[src/hdl/gtc_pkg.sv]
package gtc_pkg;

   // Register byte addresses
   localparam int ADDR_W = 8;
   localparam logic [7:0] ADDR_CTRL = 8'h00;
   localparam logic [7:0] ADDR_GATE = 8'h04;
   localparam logic [7:0] ADDR_CNT_LO = 8'h08;
   localparam logic [7:0] ADDR_CNT_HI = 8'h0c;
   localparam logic [7:0] ADDR_FLAGS = 8'h10;
   localparam logic [7:0] ADDR_IE = 8'h14;

   // Control register fields
   localparam int CTRL_ON = 0;
   localparam int CTRL_BYP = 2;
   localparam int CTRL_PSC = 4;
   localparam int CTRL_CS = 6;

   // Gate register fields
   localparam int GATE_SS = 0;
   localparam int GATE_VAL = 2;
   localparam int GATE_ARM = 3;
   localparam int GATE_SPM = 4;
   localparam int GATE_TM = 5;
   localparam int GATE_POL = 6;
   localparam int GATE_EN = 7;

   // Flag and enable bit positions
   localparam int FLG_OVF = 0;
   localparam int FLG_GATE = 1;

   // Reset values
   localparam logic [7:0] CTRL_RST = 8'h00;
   localparam logic [7:0] GATE_RST = 8'h00;
   localparam logic [15:0] CNT_RST = 16'h0000;

   // Clock sources and gate sources
   localparam logic [1:0] CS_INSTR = 2'h0;
   localparam logic [1:0] CS_SYS = 2'h1;
   localparam logic [1:0] CS_EXT = 2'h2;
   localparam logic [1:0] GS_PIN = 2'h0;
   localparam logic [1:0] GS_SIB = 2'h1;
   localparam logic [1:0] GS_PER = 2'h2;
   localparam logic [1:0] GS_WDT = 2'h3;

   // Instruction clock is the system clock divided by this
   localparam int INSTR_DIV = 4;

   localparam logic [1:0] RESP_OKAY = 2'h0;
   localparam logic [1:0] RESP_SLVERR = 2'h2;

   // Gate source inputs, bit order wdt, period, sibling, pin
   typedef struct packed {
      logic wdt_ovf;
      logic per_reset;
      logic sib_wrap;
      logic pin;
   } gtc_gsrc_s;

   // Whole state of the timer block
   typedef struct packed {
      logic [7:0] ctrl;
      logic [7:0] gate;
      logic [15:0] cnt;
      logic [1:0] ie;
      logic [1:0] flags;
      logic [7:0] div;
      logic [2:0] psc;
      logic ext_s1;
      logic ext_s2;
      logic ext_byp;
      logic ext_d;
      logic [3:0] src_s1;
      logic [3:0] src_s2;
      logic [3:0] src_d;
      logic act_d;
      logic tog;
      logic g1_d;
      logic sp_run;
      logic lvl;
      logic ovf_irq;
      logic gate_irq;
      logic wake;
      logic wdt_osc_en;
      logic rst_allow;
      logic aw_hold;
      logic [7:0] awaddr;
      logic w_hold;
      logic [31:0] wdata;
      logic [3:0] wstrb;
      logic awready;
      logic wready;
      logic bvalid;
      logic [1:0] bresp;
      logic arready;
      logic rvalid;
      logic [31:0] rdata;
      logic [1:0] rresp;
   } gtc_state_s;

endpackage : gtc_pkg

[src/hdl/gtc_timer.sv]
`timescale 1ns/100ps
module gtc_timer
   import gtc_pkg::*;
#(
   parameter int DIV = INSTR_DIV
)
(
   input wire logic aclk,
   input wire logic aresetn,
   input wire logic [ADDR_W-1:0] s_axi_awaddr,
   input wire logic s_axi_awvalid,
   output logic s_axi_awready,
   input wire logic [31:0] s_axi_wdata,
   input wire logic [3:0] s_axi_wstrb,
   input wire logic s_axi_wvalid,
   output logic s_axi_wready,
   output logic [1:0] s_axi_bresp,
   output logic s_axi_bvalid,
   input wire logic s_axi_bready,
   input wire logic [ADDR_W-1:0] s_axi_araddr,
   input wire logic s_axi_arvalid,
   output logic s_axi_arready,
   output logic [31:0] s_axi_rdata,
   output logic [1:0] s_axi_rresp,
   output logic s_axi_rvalid,
   input wire logic s_axi_rready,
   input wire logic ext_clk_in,
   input wire gtc_gsrc_s gate_src,
   input wire logic cpu_sleep,
   input wire logic watchdog_fuse_en,
   output logic [15:0] time_base,
   output logic overflow_irq,
   output logic gate_event_irq,
   output logic wake_req,
   output logic wdt_osc_en,
   output logic wdt_reset_allow
);

   // Divider must be a power of two that fits its counter
   if (DIV < 2 || DIV > 256 || (DIV & (DIV - 1)) != 0)
   begin : g_div_chk
      $error("gtc_timer: DIV must be a power of two, 2..256");
   end

   localparam logic [7:0] DIV_LAST = 8'(DIV - 1);

   gtc_state_s st_ff;
   gtc_state_s nxt_st;

   // Prescale terminal count for a select value
   function automatic logic [2:0] psc_last(input logic [1:0] sel);
      psc_last = 3'((4'h1 << sel) - 4'h1);
   endfunction : psc_last

   // Register read mux, shared by the read channel
   function automatic logic [31:0] reg_read(input gtc_state_s s,
                                            input logic [7:0] a);
      logic [7:0] g;
      g = s.gate;
      g[GATE_VAL] = s.lvl;
      case (a)
         ADDR_CTRL: reg_read = {24'h000000, s.ctrl};
         ADDR_GATE: reg_read = {24'h000000, g};
         ADDR_CNT_LO: reg_read = {24'h000000, s.cnt[7:0]};
         ADDR_CNT_HI: reg_read = {24'h000000, s.cnt[15:8]};
         ADDR_FLAGS: reg_read = {30'h0, s.flags};
         ADDR_IE: reg_read = {30'h0, s.ie};
         default: reg_read = 32'h00000000;
      endcase
   endfunction : reg_read

   function automatic logic addr_ok(input logic [7:0] a);
      addr_ok = (a == ADDR_CTRL) || (a == ADDR_GATE) ||
                (a == ADDR_CNT_LO) || (a == ADDR_CNT_HI) ||
                (a == ADDR_FLAGS) || (a == ADDR_IE);
   endfunction : addr_ok

   // Working signals of the next-state process
   logic do_wr;
   logic wr_lo;
   logic wr_hi;
   logic wr_cnt;
   logic [1:0] cs;
   logic [1:0] ss;
   logic ext_lvl;
   logic src_tick;
   logic en;
   logic inc;
   logic sel_src;
   logic act;
   logic g1;
   logic rise;
   logic [1:0] flag_set;
   logic [1:0] flag_clr;
   logic [3:0] src_rise;

   // Whole block next state
   always_comb
   begin
      nxt_st = st_ff;
      do_wr = st_ff.aw_hold && st_ff.w_hold && !st_ff.bvalid;
      wr_lo = do_wr && st_ff.wstrb[0] && st_ff.awaddr == ADDR_CNT_LO;
      wr_hi = do_wr && st_ff.wstrb[0] && st_ff.awaddr == ADDR_CNT_HI;
      wr_cnt = wr_lo || wr_hi;
      flag_set = 2'h0;
      flag_clr = 2'h0;

      // Write address and data are held separately, either order
      if (s_axi_awvalid && st_ff.awready)
      begin
         nxt_st.aw_hold = 1'b1;
         nxt_st.awaddr = s_axi_awaddr;
         nxt_st.awready = 1'b0;
      end
      if (s_axi_wvalid && st_ff.wready)
      begin
         nxt_st.w_hold = 1'b1;
         nxt_st.wdata = s_axi_wdata;
         nxt_st.wstrb = s_axi_wstrb;
         nxt_st.wready = 1'b0;
      end
      if (do_wr)
      begin
         nxt_st.aw_hold = 1'b0;
         nxt_st.w_hold = 1'b0;
         nxt_st.bvalid = 1'b1;
         nxt_st.bresp = addr_ok(st_ff.awaddr) ? RESP_OKAY : RESP_SLVERR;
      end
      // Channels reopen only once the response is taken
      if (st_ff.bvalid && s_axi_bready)
      begin
         nxt_st.bvalid = 1'b0;
         nxt_st.awready = 1'b1;
         nxt_st.wready = 1'b1;
      end

      // Read answers one cycle after the address is taken
      if (s_axi_arvalid && st_ff.arready)
      begin
         nxt_st.arready = 1'b0;
         nxt_st.rvalid = 1'b1;
         nxt_st.rdata = reg_read(st_ff, s_axi_araddr);
         nxt_st.rresp = addr_ok(s_axi_araddr) ? RESP_OKAY : RESP_SLVERR;
      end
      if (st_ff.rvalid && s_axi_rready)
      begin
         nxt_st.rvalid = 1'b0;
         nxt_st.arready = 1'b1;
      end

      // Register writes; byte lane 0 only
      if (do_wr && st_ff.wstrb[0])
      begin
         case (st_ff.awaddr)
            ADDR_CTRL: nxt_st.ctrl = st_ff.wdata[7:0];
            ADDR_GATE:
            begin
               nxt_st.gate = st_ff.wdata[7:0];
               nxt_st.gate[GATE_VAL] = 1'b0;
            end
            ADDR_IE: nxt_st.ie = st_ff.wdata[1:0];
            ADDR_FLAGS: flag_clr = st_ff.wdata[1:0];
            default: ;
         endcase
      end
      cs = nxt_st.ctrl[CTRL_CS+:2];
      ss = st_ff.gate[GATE_SS+:2];

      // Gate inputs pass a two-stage synchroniser
      nxt_st.src_s1 = gate_src;
      nxt_st.src_s2 = st_ff.src_s1;
      nxt_st.src_d = st_ff.src_s2;
      src_rise = st_ff.src_s2 & ~st_ff.src_d;
      case (ss)
         GS_PIN: sel_src = st_ff.src_s2[0];
         GS_SIB: sel_src = src_rise[1];
         GS_PER: sel_src = src_rise[2];
         default: sel_src = st_ff.src_s2[3];
      endcase
      act = (sel_src == st_ff.gate[GATE_POL]);

      // Toggle stage flips on each rising edge of the active gate
      nxt_st.act_d = act;
      if (!st_ff.gate[GATE_TM])
      begin
         nxt_st.tog = 1'b0;
      end
      else if (act && !st_ff.act_d)
      begin
         nxt_st.tog = !st_ff.tog;
      end
      g1 = st_ff.gate[GATE_TM] ? st_ff.tog : act;
      nxt_st.g1_d = g1;
      rise = g1 && !st_ff.g1_d;

      // Single pulse window opens on an armed edge, ends on a fall
      if (!st_ff.gate[GATE_SPM])
      begin
         nxt_st.gate[GATE_ARM] = 1'b0;
         nxt_st.sp_run = 1'b0;
      end
      else if (st_ff.gate[GATE_ARM] && rise && !st_ff.sp_run)
      begin
         nxt_st.sp_run = 1'b1;
      end
      else if (st_ff.sp_run && !g1)
      begin
         nxt_st.sp_run = 1'b0;
         nxt_st.gate[GATE_ARM] = 1'b0;
      end
      // A new arm written this cycle wins over the hardware clear
      if (do_wr && st_ff.wstrb[0] && st_ff.awaddr == ADDR_GATE)
      begin
         nxt_st.gate[GATE_ARM] = st_ff.wdata[GATE_ARM] &&
                                 st_ff.wdata[GATE_SPM];
      end
      nxt_st.lvl = st_ff.gate[GATE_SPM] ? (g1 && nxt_st.sp_run) : g1;
      // Event flag works with gating enabled or not
      flag_set[FLG_GATE] = st_ff.lvl && !nxt_st.lvl;

      // Clock sources
      nxt_st.ext_s1 = ext_clk_in;
      nxt_st.ext_s2 = st_ff.ext_s1;
      nxt_st.ext_byp = ext_clk_in;
      // Bypass path is one register shorter; a switch can slip a count
      ext_lvl = st_ff.ctrl[CTRL_BYP] ? st_ff.ext_byp : st_ff.ext_s2;
      nxt_st.ext_d = ext_lvl;
      nxt_st.div = (st_ff.div == DIV_LAST) ? 8'h00 : st_ff.div + 8'h01;
      case (st_ff.ctrl[CTRL_CS+:2])
         CS_SYS: src_tick = 1'b1;
         CS_INSTR: src_tick = (st_ff.div == DIV_LAST);
         CS_EXT: src_tick = ext_lvl && !st_ff.ext_d;
         default: src_tick = 1'b0;
      endcase
      // Only the unsynced external clock keeps counting in sleep
      if (cpu_sleep && !(st_ff.ctrl[CTRL_BYP] &&
                         st_ff.ctrl[CTRL_CS+:2] == CS_EXT))
      begin
         src_tick = 1'b0;
      end

      // Count enable: timer on, gate permitting
      en = st_ff.ctrl[CTRL_ON] &&
           (!st_ff.gate[GATE_EN] || st_ff.lvl);
      inc = en && src_tick &&
            (st_ff.psc == psc_last(st_ff.ctrl[CTRL_PSC+:2]));
      if (wr_cnt)
      begin
         nxt_st.psc = 3'h0;
      end
      else if (en && src_tick)
      begin
         nxt_st.psc = inc ? 3'h0 : st_ff.psc + 3'h1;
      end
      if (inc)
      begin
         nxt_st.cnt = st_ff.cnt + 16'h0001;
         flag_set[FLG_OVF] = (st_ff.cnt == 16'hffff);
      end
      // Software write to a byte wins over a same-cycle increment
      if (wr_lo)
      begin
         nxt_st.cnt[7:0] = st_ff.wdata[7:0];
      end
      if (wr_hi)
      begin
         nxt_st.cnt[15:8] = st_ff.wdata[7:0];
      end

      // Sticky flags: hardware set beats a write-one clear
      nxt_st.flags = (st_ff.flags & ~flag_clr) | flag_set;
      nxt_st.ovf_irq = nxt_st.flags[FLG_OVF] && nxt_st.ie[FLG_OVF];
      nxt_st.gate_irq = nxt_st.flags[FLG_GATE] &&
                        nxt_st.ie[FLG_GATE];
      nxt_st.wake = cpu_sleep && nxt_st.ovf_irq;

      // Watchdog oscillator follows gate use, not the timer-on bit
      nxt_st.wdt_osc_en = nxt_st.gate[GATE_EN] &&
                          nxt_st.gate[GATE_SS+:2] == GS_WDT;
      // Reset permission only from the fuse, never from gate use
      nxt_st.rst_allow = watchdog_fuse_en;
      if (cs == 2'h3)
      begin
         nxt_st.ctrl[CTRL_CS+:2] = cs;
      end
   end

   // State register, synchronous reset
   always_ff @(posedge aclk)
   begin
      if (!aresetn)
      begin
         st_ff <= '0;
         st_ff.ctrl <= CTRL_RST;
         st_ff.gate <= GATE_RST;
         st_ff.cnt <= CNT_RST;
         st_ff.awready <= 1'b1;
         st_ff.wready <= 1'b1;
         st_ff.arready <= 1'b1;
         st_ff.bresp <= RESP_OKAY;
         st_ff.rresp <= RESP_OKAY;
      end
      else
      begin
         st_ff <= nxt_st;
      end
   end

   // Outputs straight from flip-flops
   assign s_axi_awready = st_ff.awready;
   assign s_axi_wready = st_ff.wready;
   assign s_axi_bvalid = st_ff.bvalid;
   assign s_axi_bresp = st_ff.bresp;
   assign s_axi_arready = st_ff.arready;
   assign s_axi_rvalid = st_ff.rvalid;
   assign s_axi_rdata = st_ff.rdata;
   assign s_axi_rresp = st_ff.rresp;
   assign time_base = st_ff.cnt;
   assign overflow_irq = st_ff.ovf_irq;
   assign gate_event_irq = st_ff.gate_irq;
   assign wake_req = st_ff.wake;
   assign wdt_osc_en = st_ff.wdt_osc_en;
   assign wdt_reset_allow = st_ff.rst_allow;

endmodule : gtc_timer

[config.mk]
export PLATFORM = sky130hd
export DESIGN_NAME = gtc_timer
export DESIGN_NICKNAME = d
export VERILOG_FILES = /design/src/hdl/gtc_pkg.sv /design/src/hdl/gtc_timer.sv
export SDC_FILE = /design/constraint.sdc
export NUM_CORES = 1
export LEC_CHECK = 0
export ABC_AREA = 1
export BUFFER_PORTS_ARGS = -buffer_cell sky130_fd_sc_hd__buf_2
export CAP_MARGIN = 20
export CORE_ASPECT_RATIO = 0.7
export CORE_MARGIN = 3
export CORE_UTILIZATION = 26
export DETAILED_ROUTE_END_ITERATION = 16
export SLEW_MARGIN = 20
export SYNTH_ARGS = -nofsm -noshare
export SYNTH_HDL_FRONTEND = slang
export SYNTH_SLANG_ARGS = --single-unit
[constraint.sdc]
create_clock -name aclk -period 2.94 [get_ports aclk]
set_input_delay 0.588 -clock aclk [delete_from_list [all_inputs] [get_ports aclk]]
set_output_delay 0.588 -clock aclk [all_outputs]
set_load 0.005 [all_outputs]
==> summary.md, run 1 <==
| Metric | Value |
|---|---|
| Layout Cells excl Fill | `1028` |
| Critical Path Source | `st_ff[84]` |
| Layout cell share with drive strength beyond 1 | `0.1453` |
| Total via count after detailed routing | `about 4600` |
| Worst Path Class, Setup | `reg -> reg` |
| Die Ht | `123.7 um` |
| Area of combinational cells with multiple inputs | `about 2300 um^2` |
| CTS H-Tree Depth | `3` |
| Most common cell after layout, fill and taps aside | `nand2_1` |
| Total of endpoints with negative setup slack in the final report | `0` |
| Final HPWL from detailed placement | `10450 um` |
| Sequential cell area | `slightly above 2000 um^2` |
| Area of the die | `21550 um^2` |
| Synth Cell Area | `between 5000 and 6000 um^2` |
| Cells resized by post-CTS repair | `0` |
| Critical hold path startpoint | `gate_src[0]` |
| Count of port buffers added during placement | `74` |
| MaxCap Viol Count | `0` |
| Number of enable flip-flop cells after synthesis | `0` |
| Most frequent cells in the layout | `nand2_1, dfxtp_1, inv_1, buf_2` |
| Clock tree sinks | `just over 100` |
| Worst hold-check path type | `in -> reg` |
| Delay of the slowest critical-path stage | `0.35 ns` |
| DRC violations left | `0` |
| Synthesized netlist cell count | `a little over 700` |
| Overall routed net length | `13650 um` |
| # fillers | `2115` |
| Number of failing hold endpoints at the final stage | `0` |
| Main flop type after synthesis | `dfxtp_1` |
| Routability cong. | `0.9118` |
| First-pass GRT wire length | `between 20000 and 25000 um` |
| Worst Path Arrival | `2.19 ns` |
| Site Rows | `42` |
| Number of post-CTS setup repair buffers | `0` |
| Number of nets with antenna violations after routing | `0` |
| Pin count of the biggest net entering global routing | `53` |
| Num ports | `128` |
| Total routing usage reported by global routing | `0.1284` |
| Final WS setup | `0.9910 ns` |
| Share of the yosys chip area belonging to registers | `0.4005` |
| Number of buffers inserted during clock tree synthesis | `9` |
| Startpoint class of the critical path | `register` |
| Number of buffers and inverters on the critical path | `4` |
| Critical path depth in cells | `10` |
| Total inserted antenna cells | `0` |
| Sum of internal, switching and leakage power | `2.990 mW` |
| Run status | `finished clean` |
| Number of antenna violations at the first check in global routing | `0` |
| Root buffer cell | `clkbuf_16` |
| Period utilization | `0.6629` |
| Overall overflow remaining after global route | `0` |
| Required time of the critical path | `3.19 ns` |
| Worst reg2reg endpoint | `time_base[1]` |
| Source-to-sink clock delay at the later pin of the worst-skew pair | `0.35 ns` |
| Total number of nets in the final design | `828` |
| Starting DRT DRC Count | `399` |
| Core area | `around 19000 um^2` |
| Yosys warning count | `0` |
| Worst max-slew margin expressed relative to the limit | `0.6222` |
| Worst reg2reg startpoint | `st_ff[84]` |
| Share of synthesized flip-flops with an asynchronous set or reset | `0` |
| CP endpoint kind | `register` |
| Critical-path cell with the highest stage delay | `nor2_4` |
| Final routed wire length divided by cell count | `between 10 and 15 um` |
| Starting density of the core | `0.2684` |
| Cell family with the largest share of critical-path delay | `simple AND/OR/NAND/NOR gates` |
| Unrepaired setup endpoints after global routing | `no` |
| Clock-pin slew reported for the worst setup and hold paths after clock tree synthesis | `0.07 ns` |
| Clock period minus final worst setup slack | `1.949 ns` |
| Vias in the first global route | `roughly 4000` |
| Distinct cells, synth | `39` |
| Fmax | `just over 500 MHz` |
| Worst-path maximum fanout | `15` |
| Deepest clock path buffer count | `2` |
| Vias per inst | `4.444` |
| Most used cell, CP | `inv_1` |
| Number of optimization iterations in the first detailed-route pass | `5` |
| Total of flip-flops plus latches after synthesis | `103` |
| Layout area overhead | `12.54%` |
| Die extent in x | `174.2 um` |
| Number of cell instances on the worst register-to-register path | `10` |
| Pwr dens | `516.1 nW/um^2` |
| Hold-fix buffers, CTS | `0` |
| Worst setup path endpoint | `time_base[1]` |
| Setup skew after layout | `approximately 0.010 ns` |
| Worst-case register-to-register setup slack | `roughly 0.99 ns` |
| Total Neg Setup Slack | `0 ns` |
| TritonCTS clock tree | `built` |
| Cells along the critical path | `inv_1, nand4_4, inv_1, nand4_1, nor2_4, inv_2, nand2_1, inv_1, nor2_1, nor2_1` |
| Syn avg cell area | `7.191 um^2` |
| Cells after DPL | `1012` |
| Lkg Pwr | `2.534 nW` |
| Maximum vdd ir drop | `237.6 uV` |
| Post-place setup slack | `between 0.8 and 0.9 ns` |
| Slew at the pin closest to its max-slew limit | `0.5653 ns` |
| Final Max Slew Viols | `0` |
==> flip-flops by register name, summed over array words and instances (netlist names), 2 cells and up <==
name,count
s_axi_rdata,8
st_ff,57
nxt_st,8
time_base,16
ss,2
==> worst register-to-register path, cell delays in order (launching register included) <==
cell	delay, ns
dfxtp_1	0.30
inv_1	0.13
nand4_4	0.14
inv_1	0.09
nand4_1	0.18
nor2_4	0.35
inv_2	0.19
nand2_1	0.23
inv_1	0.08
nor2_1	0.11
nor2_1	0.04
==> synth_stat cells, types with 4 or more instances <==
| cell | n | area share |
|---|---|---|
| clkbuf_1 | 11 | 0.0080 |
| o31ai_1 | 4 | 0.0058 |
| buf_4 | 54 | 0.079 |
| o21ai_1 | 7 | 0.0068 |
| nand3_1 | 49 | 0.048 |
| nor3_1 | 8 | 0.0078 |
| xnor2_1 | 6 | 0.010 |
| buf_6 | 4 | 0.0087 |
| nor2_1 | 60 | 0.044 |
| inv_1 | 88 | 0.064 |
| nand2_1 | 142 | 0.10 |
| a21oi_1 | 60 | 0.058 |
| o22ai_1 | 7 | 0.0085 |
| xor2_1 | 7 | 0.012 |
| o21ai_0 | 56 | 0.054 |
| dfxtp_1 | 103 | 0.40 |
| nand4_1 | 11 | 0.013 |
==> kinds of logic after synthesis <==
family | after synthesis | share of synthesized area
xor gates and xnor gates | 13 | 0.02211
adders and majority gates | 3 | 0.007291
other | 1 | 0.0007283
and+or+nand+nor | 287 | 0.2540
buffers and inverters | 164 | 0.1655
AOI/OAI and AO/OA | 145 | 0.1499
DFF | 103 | 0.4005
==> through the flow <==
step / hold slack [ns] / area (um^2) / util
after floorplan: 0.3905 / 5243 / -
after global placement: 0.4026 / 5474 / 0.2854
after detailed placement: 0.4017 / 5474 / 0.2854
after CTS: 0.3999 / 5794 / 0.3021
after global routing: 0.4022 / 5794 / 0.3021
final: 0.4130 / 5794 / 0.3021
==> report_power, final <==
group          total, mW  internal, mW  switching [mW]
clock               1.29         0.748           0.545
combinational      0.212        0.0737           0.138
sequential          1.49          1.44          0.0419
total               2.99          2.27           0.725
==> per-layer routing <==
metal	vias up	global-route usage	part of all wire
li1	2320	-	-
met1	2070	0.1957	0.52
met2	166	0.1725	0.39
met3	12	0.03931	0.082
met4	0	0.03213	0.012
met5	-	0	0
==> worst min-delay path by stage <==
stage,endpoint,slack [ns],cells past startpoint
after floorplan,nxt_st[100],0.39,2
after global placement,nxt_st[97],0.40,2
after detailed placement,nxt_st[97],0.40,2
after CTS,nxt_st[103],0.40,3
after global routing,nxt_st[101],0.40,3
final,nxt_st[101],0.41,3
==> final cells by class <==
cell class | instances | area share
flip-flops and latches | 103 | 0.3559
multi-input cells | 474 | 0.4019
inverters | 92 | 0.05960
clock buffers | 9 | 0.03887
clock inverters | 7 | 0.01641
well taps | 264 | 0.05701
repair buffers | 79 | 0.07040
Note: power is estimated with default switching activity, not from simulation.
==> run 2: changes to the inputs <==
ABC_AREA = 0   (was 1)
clock period = 1.6 ns   (was 2.94 ns; I/O delays follow)
==> run 2 against run 1 <==
The flow now finishes with violations (negative setup slack). Via count increased by 6.2%. Critical path depth decreased by 5. Sequential power increased by 82%. Clock power increased by 72%. Sequential share of layout area decreased by 6.5 points. Power increased by 81%. Die area decreased by 1.0%. Critical path type unchanged.
==> summary.md, run 2 <==
| Metric | Value |
|---|---|
| Number of optimization iterations in the first detailed-route pass | `5 (unchanged)` |
| CP endpoint kind | `register` |
| Cell type with the largest total area after synthesis | `dfxtp_1` |
| Startpoint class of the critical path | `register` |
| Starting density of the core | `0.2670 (-0.001407)` |
| Vias per inst | `4.856 (+9.3%)` |
| Total of endpoints with negative setup slack in the final report | `44 (+44)` |
| Share of power burned in registers | `0.501 (+0.004)` |
| Switching power share of the total | `0.2580 (+0.01567)` |
| Leading cell types by count after synthesis | `dfxtp_1, nand2_1, buf_4, nand3_1, a21oi_1` |
| Internal Pwr Total | `4.022 mW (+78%)` |
| Most frequent cells in the layout | `dfxtp_1, buf_4, buf_2, nand2_1, nand3_1` |
| Main flop type after synthesis | `dfxtp_1` |
| Number of enable flip-flop cells after synthesis | `0 (unchanged)` |
| Distinct cells, synth | `55 (+41%)` |
| Area share of the largest cell type after synthesis | `0.4048 (+0.004329)` |
| Pwr dens | `761.2 nW/um^2 (+47%)` |
| Period utilization | `1.219 (+0.5562)` |
| Flip-flop count of the largest register, all copies and words added | `57 (unchanged)` |
| Layout Cells excl Fill | `999 (-2.8%)` |
| Final routed wire length divided by cell count | `16.22 um (+22%)` |
| Core area | `19080 um^2 (-0.55%)` |
| Number of antenna violations at the first check in global routing | `0 (unchanged)` |
| Syn avg cell area | `8.561 um^2 (+19%)` |
| MaxCap Viol Count | `0 (unchanged)` |
| Total of flip-flops plus latches after synthesis | `103 (unchanged)` |
| Num ports | `128 (unchanged)` |
| Deepest clock path buffer count | `2 (unchanged)` |
| Lkg Pwr | `2.948 nW (+16%)` |
| Unrepaired setup endpoints after global routing | `yes` |
| Vias in the first global route | `4388 (+9.9%)` |
| Total inserted antenna cells | `0 (unchanged)` |
| Number of failing hold endpoints at the final stage | `0 (unchanged)` |
| Synth Cell Area | `5094 um^2 (-1.1%)` |
| Yosys warning count | `0 (unchanged)` |
| Number of buffers inserted during clock tree synthesis | `9 (unchanged)` |
| Total Neg Setup Slack | `-12.70 ns (-12.70 ns)` |
| TritonCTS clock tree | `built` |
| Setup skew after layout | `0.006234 ns (-0.003971 ns)` |
| Synthesized netlist cell count | `595 (-17%)` |
| Pin count of the biggest net entering global routing | `35 (-34%)` |
| Worst Path Class, Setup | `reg -> reg` |
| Maximum vdd ir drop | `467.8 uV (+97%)` |
| Run status | `finished with violations` |
| Worst Path Arrival | `2.23 ns (+0.04 ns)` |
| Overall overflow remaining after global route | `0 (unchanged)` |
| Most area-consuming cells after synthesis | `dfxtp_1, buf_4, nand2_1, nand3_1, a21oi_1` |
| Clock period minus final worst setup slack | `1.951 ns (+0.001684 ns)` |
| Clock-pin slew reported for the worst setup and hold paths after clock tree synthesis | `0.07 ns (about the same)` |
| Violated checks | `negative setup slack` |
| Fmax | `512.6 MHz (about the same)` |
| Required time of the critical path | `1.88 ns (-1.31 ns)` |
| Overall routed net length | `16200 um (+19%)` |
| Layout cell share with drive strength beyond 1 | `0.3810 (+0.2357)` |
| Worst hold-check path type | `in -> reg` |
| Final Max Slew Viols | `0 (unchanged)` |
| Starting DRT DRC Count | `479 (+20%)` |
| Count of port buffers added during placement | `74 (unchanged)` |
| Sw Pwr | `1.399 mW (+93%)` |
| Die extent in x | `173.3 um (-0.52%)` |
| Clock tree sinks | `103 (unchanged)` |
| Routability cong. | `0.8492 (-6.9%)` |
| Area of the die | `21330 um^2 (-1.0%)` |
| Share of power burned in combinational logic | `0.090 (+0.019)` |
| Final HPWL from detailed placement | `11560 um (+11%)` |
| Share of synthesized flip-flops with an asynchronous set or reset | `0 (unchanged)` |
| Hold-fix buffers, CTS | `0 (unchanged)` |
| Final WS setup | `-0.3507 ns (-1.342 ns)` |
| CTS H-Tree Depth | `3 (unchanged)` |
| Root buffer cell | `clkbuf_16` |
| Total number of nets in the final design | `799 (-3.5%)` |
| Total via count after detailed routing | `4851 (+6.2%)` |
| Most common cell after layout, fill and taps aside | `dfxtp_1` |
| Number of nets with antenna violations after routing | `0 (unchanged)` |
| DRC violations left | `0 (unchanged)` |
| Share of the yosys chip area belonging to registers | `0.4048 (+0.004329)` |
| Part of the total power dissipated in the clock network | `0.409 (-0.023)` |
| Site Rows | `42 (unchanged)` |
| First-pass GRT wire length | `24390 um (+14%)` |
| Cells after DPL | `960 (-5.1%)` |
| Register bank with the most flops | `st_ff` |
| Cell with the most instances after synthesis | `dfxtp_1` |
| Total routing usage reported by global routing | `0.1452 (+0.01680)` |
| Die Ht | `123.1 um (-0.51%)` |
| Worst-path maximum fanout | `4 (-11)` |
| Layout area overhead | `39.82%` |
| Source-to-sink clock delay at the later pin of the worst-skew pair | `0.35 ns (about the same)` |
==> run 2: cell types whose count changed after synthesis, moves of 17 or more <==
cell     before  now
and2_1        1   18
o21ai_0      56   17
nor2_1       60   31
inv_1        88   23
nand2_1     142   72
a21oi_1      60   38
==> run 2: final cells by class <==
cell class,instances,area [um^2]
clock buffers,12,256.5
clock inverters,4,37.54
fillers,1967,11950
inverters,24,90.09
multi-input cells,413,2983
flip-flops and latches,103,2073
well taps,264,330.3
repair buffers,179,1351
==> run 2: worst paths after layout <==
check | startpoint | endpoint | slack, ns | cells after the start
max | st_ff[85] | wake_req | -0.35 | 5
min reg2reg | nxt_st[103] | nxt_st[99] | 0.44 | 1
max reg2reg | st_ff[85] | wake_req | -0.35 | 5
min | s_axi_wvalid | s_axi_wready | 0.16 | 2
==> run 2: power by group through the flow <==
| stage | clock (mW) | combinational [mW] | sequential [mW] |
|---|---|---|---|
| after global placement | 0 | 0.435 | 2.77 |
| after CTS | 2.26 | 0.453 | 2.71 |
| final | 2.22 | 0.490 | 2.71 |
| after global routing | 2.36 | 0.546 | 2.73 |
| after floorplan | 0 | 0.289 | 2.74 |
| after detailed placement | 0 | 0.443 | 2.77 |
==> run 2: per-stage QoR <==
step | hold slack [ns] | util | power [mW] | setup slack [ns] | instance area, um^2
floorplan | 0.4119 | - | 3.032 | -0.3138 | 5320
global placement | 0.4156 | 0.3224 | 3.201 | -0.3149 | 6150
detailed placement | 0.4227 | 0.3224 | 3.210 | -0.3484 | 6150
CTS | 0.1518 | 0.3483 | 5.422 | -0.3426 | 6644
global route | 0.1585 | 0.3733 | 5.637 | -0.4296 | 7122
finish | 0.1615 | 0.3733 | 5.421 | -0.3507 | 7122
==> run 2: kinds of logic after synthesis <==
family | after synthesis | synth area share
and+or+nand+nor | 235 | 0.2390
muxes | 25 | 0.07050
adders and majority gates | 3 | 0.007370
AOI/OAI and AO/OA | 114 | 0.1457
other | 1 | 0.0007362
xor gates and xnor gates | 8 | 0.01376
buffers and inverters | 106 | 0.1182
DFF | 103 | 0.4048
==> run 2: repair_timing <==
action,in CTS,in global routing
pin swaps,14,33
gates resized for setup,36,72
buffers inserted,7,11
gates cloned,3,2
setup endpoints to repair,46,47
==> run 2: critical path, cell delays in order (launching register included) <==
cell and delay [ns]:
dfxtp_2 0.32, or4_4 0.58, or4_4 0.47, mux2i_1 0.14, nand2b_4 0.18, a211oi_2 0.18
==> run 2: per-layer routing <==
metal	global-route usage	share of wire	up-vias
met1	0.2268	0.49	2283
met4	0.03239	0.012	0
met3	0.03898	0.096	22
met5	0	0	-
met2	0.1941	0.40	226
li1	-	-	2320
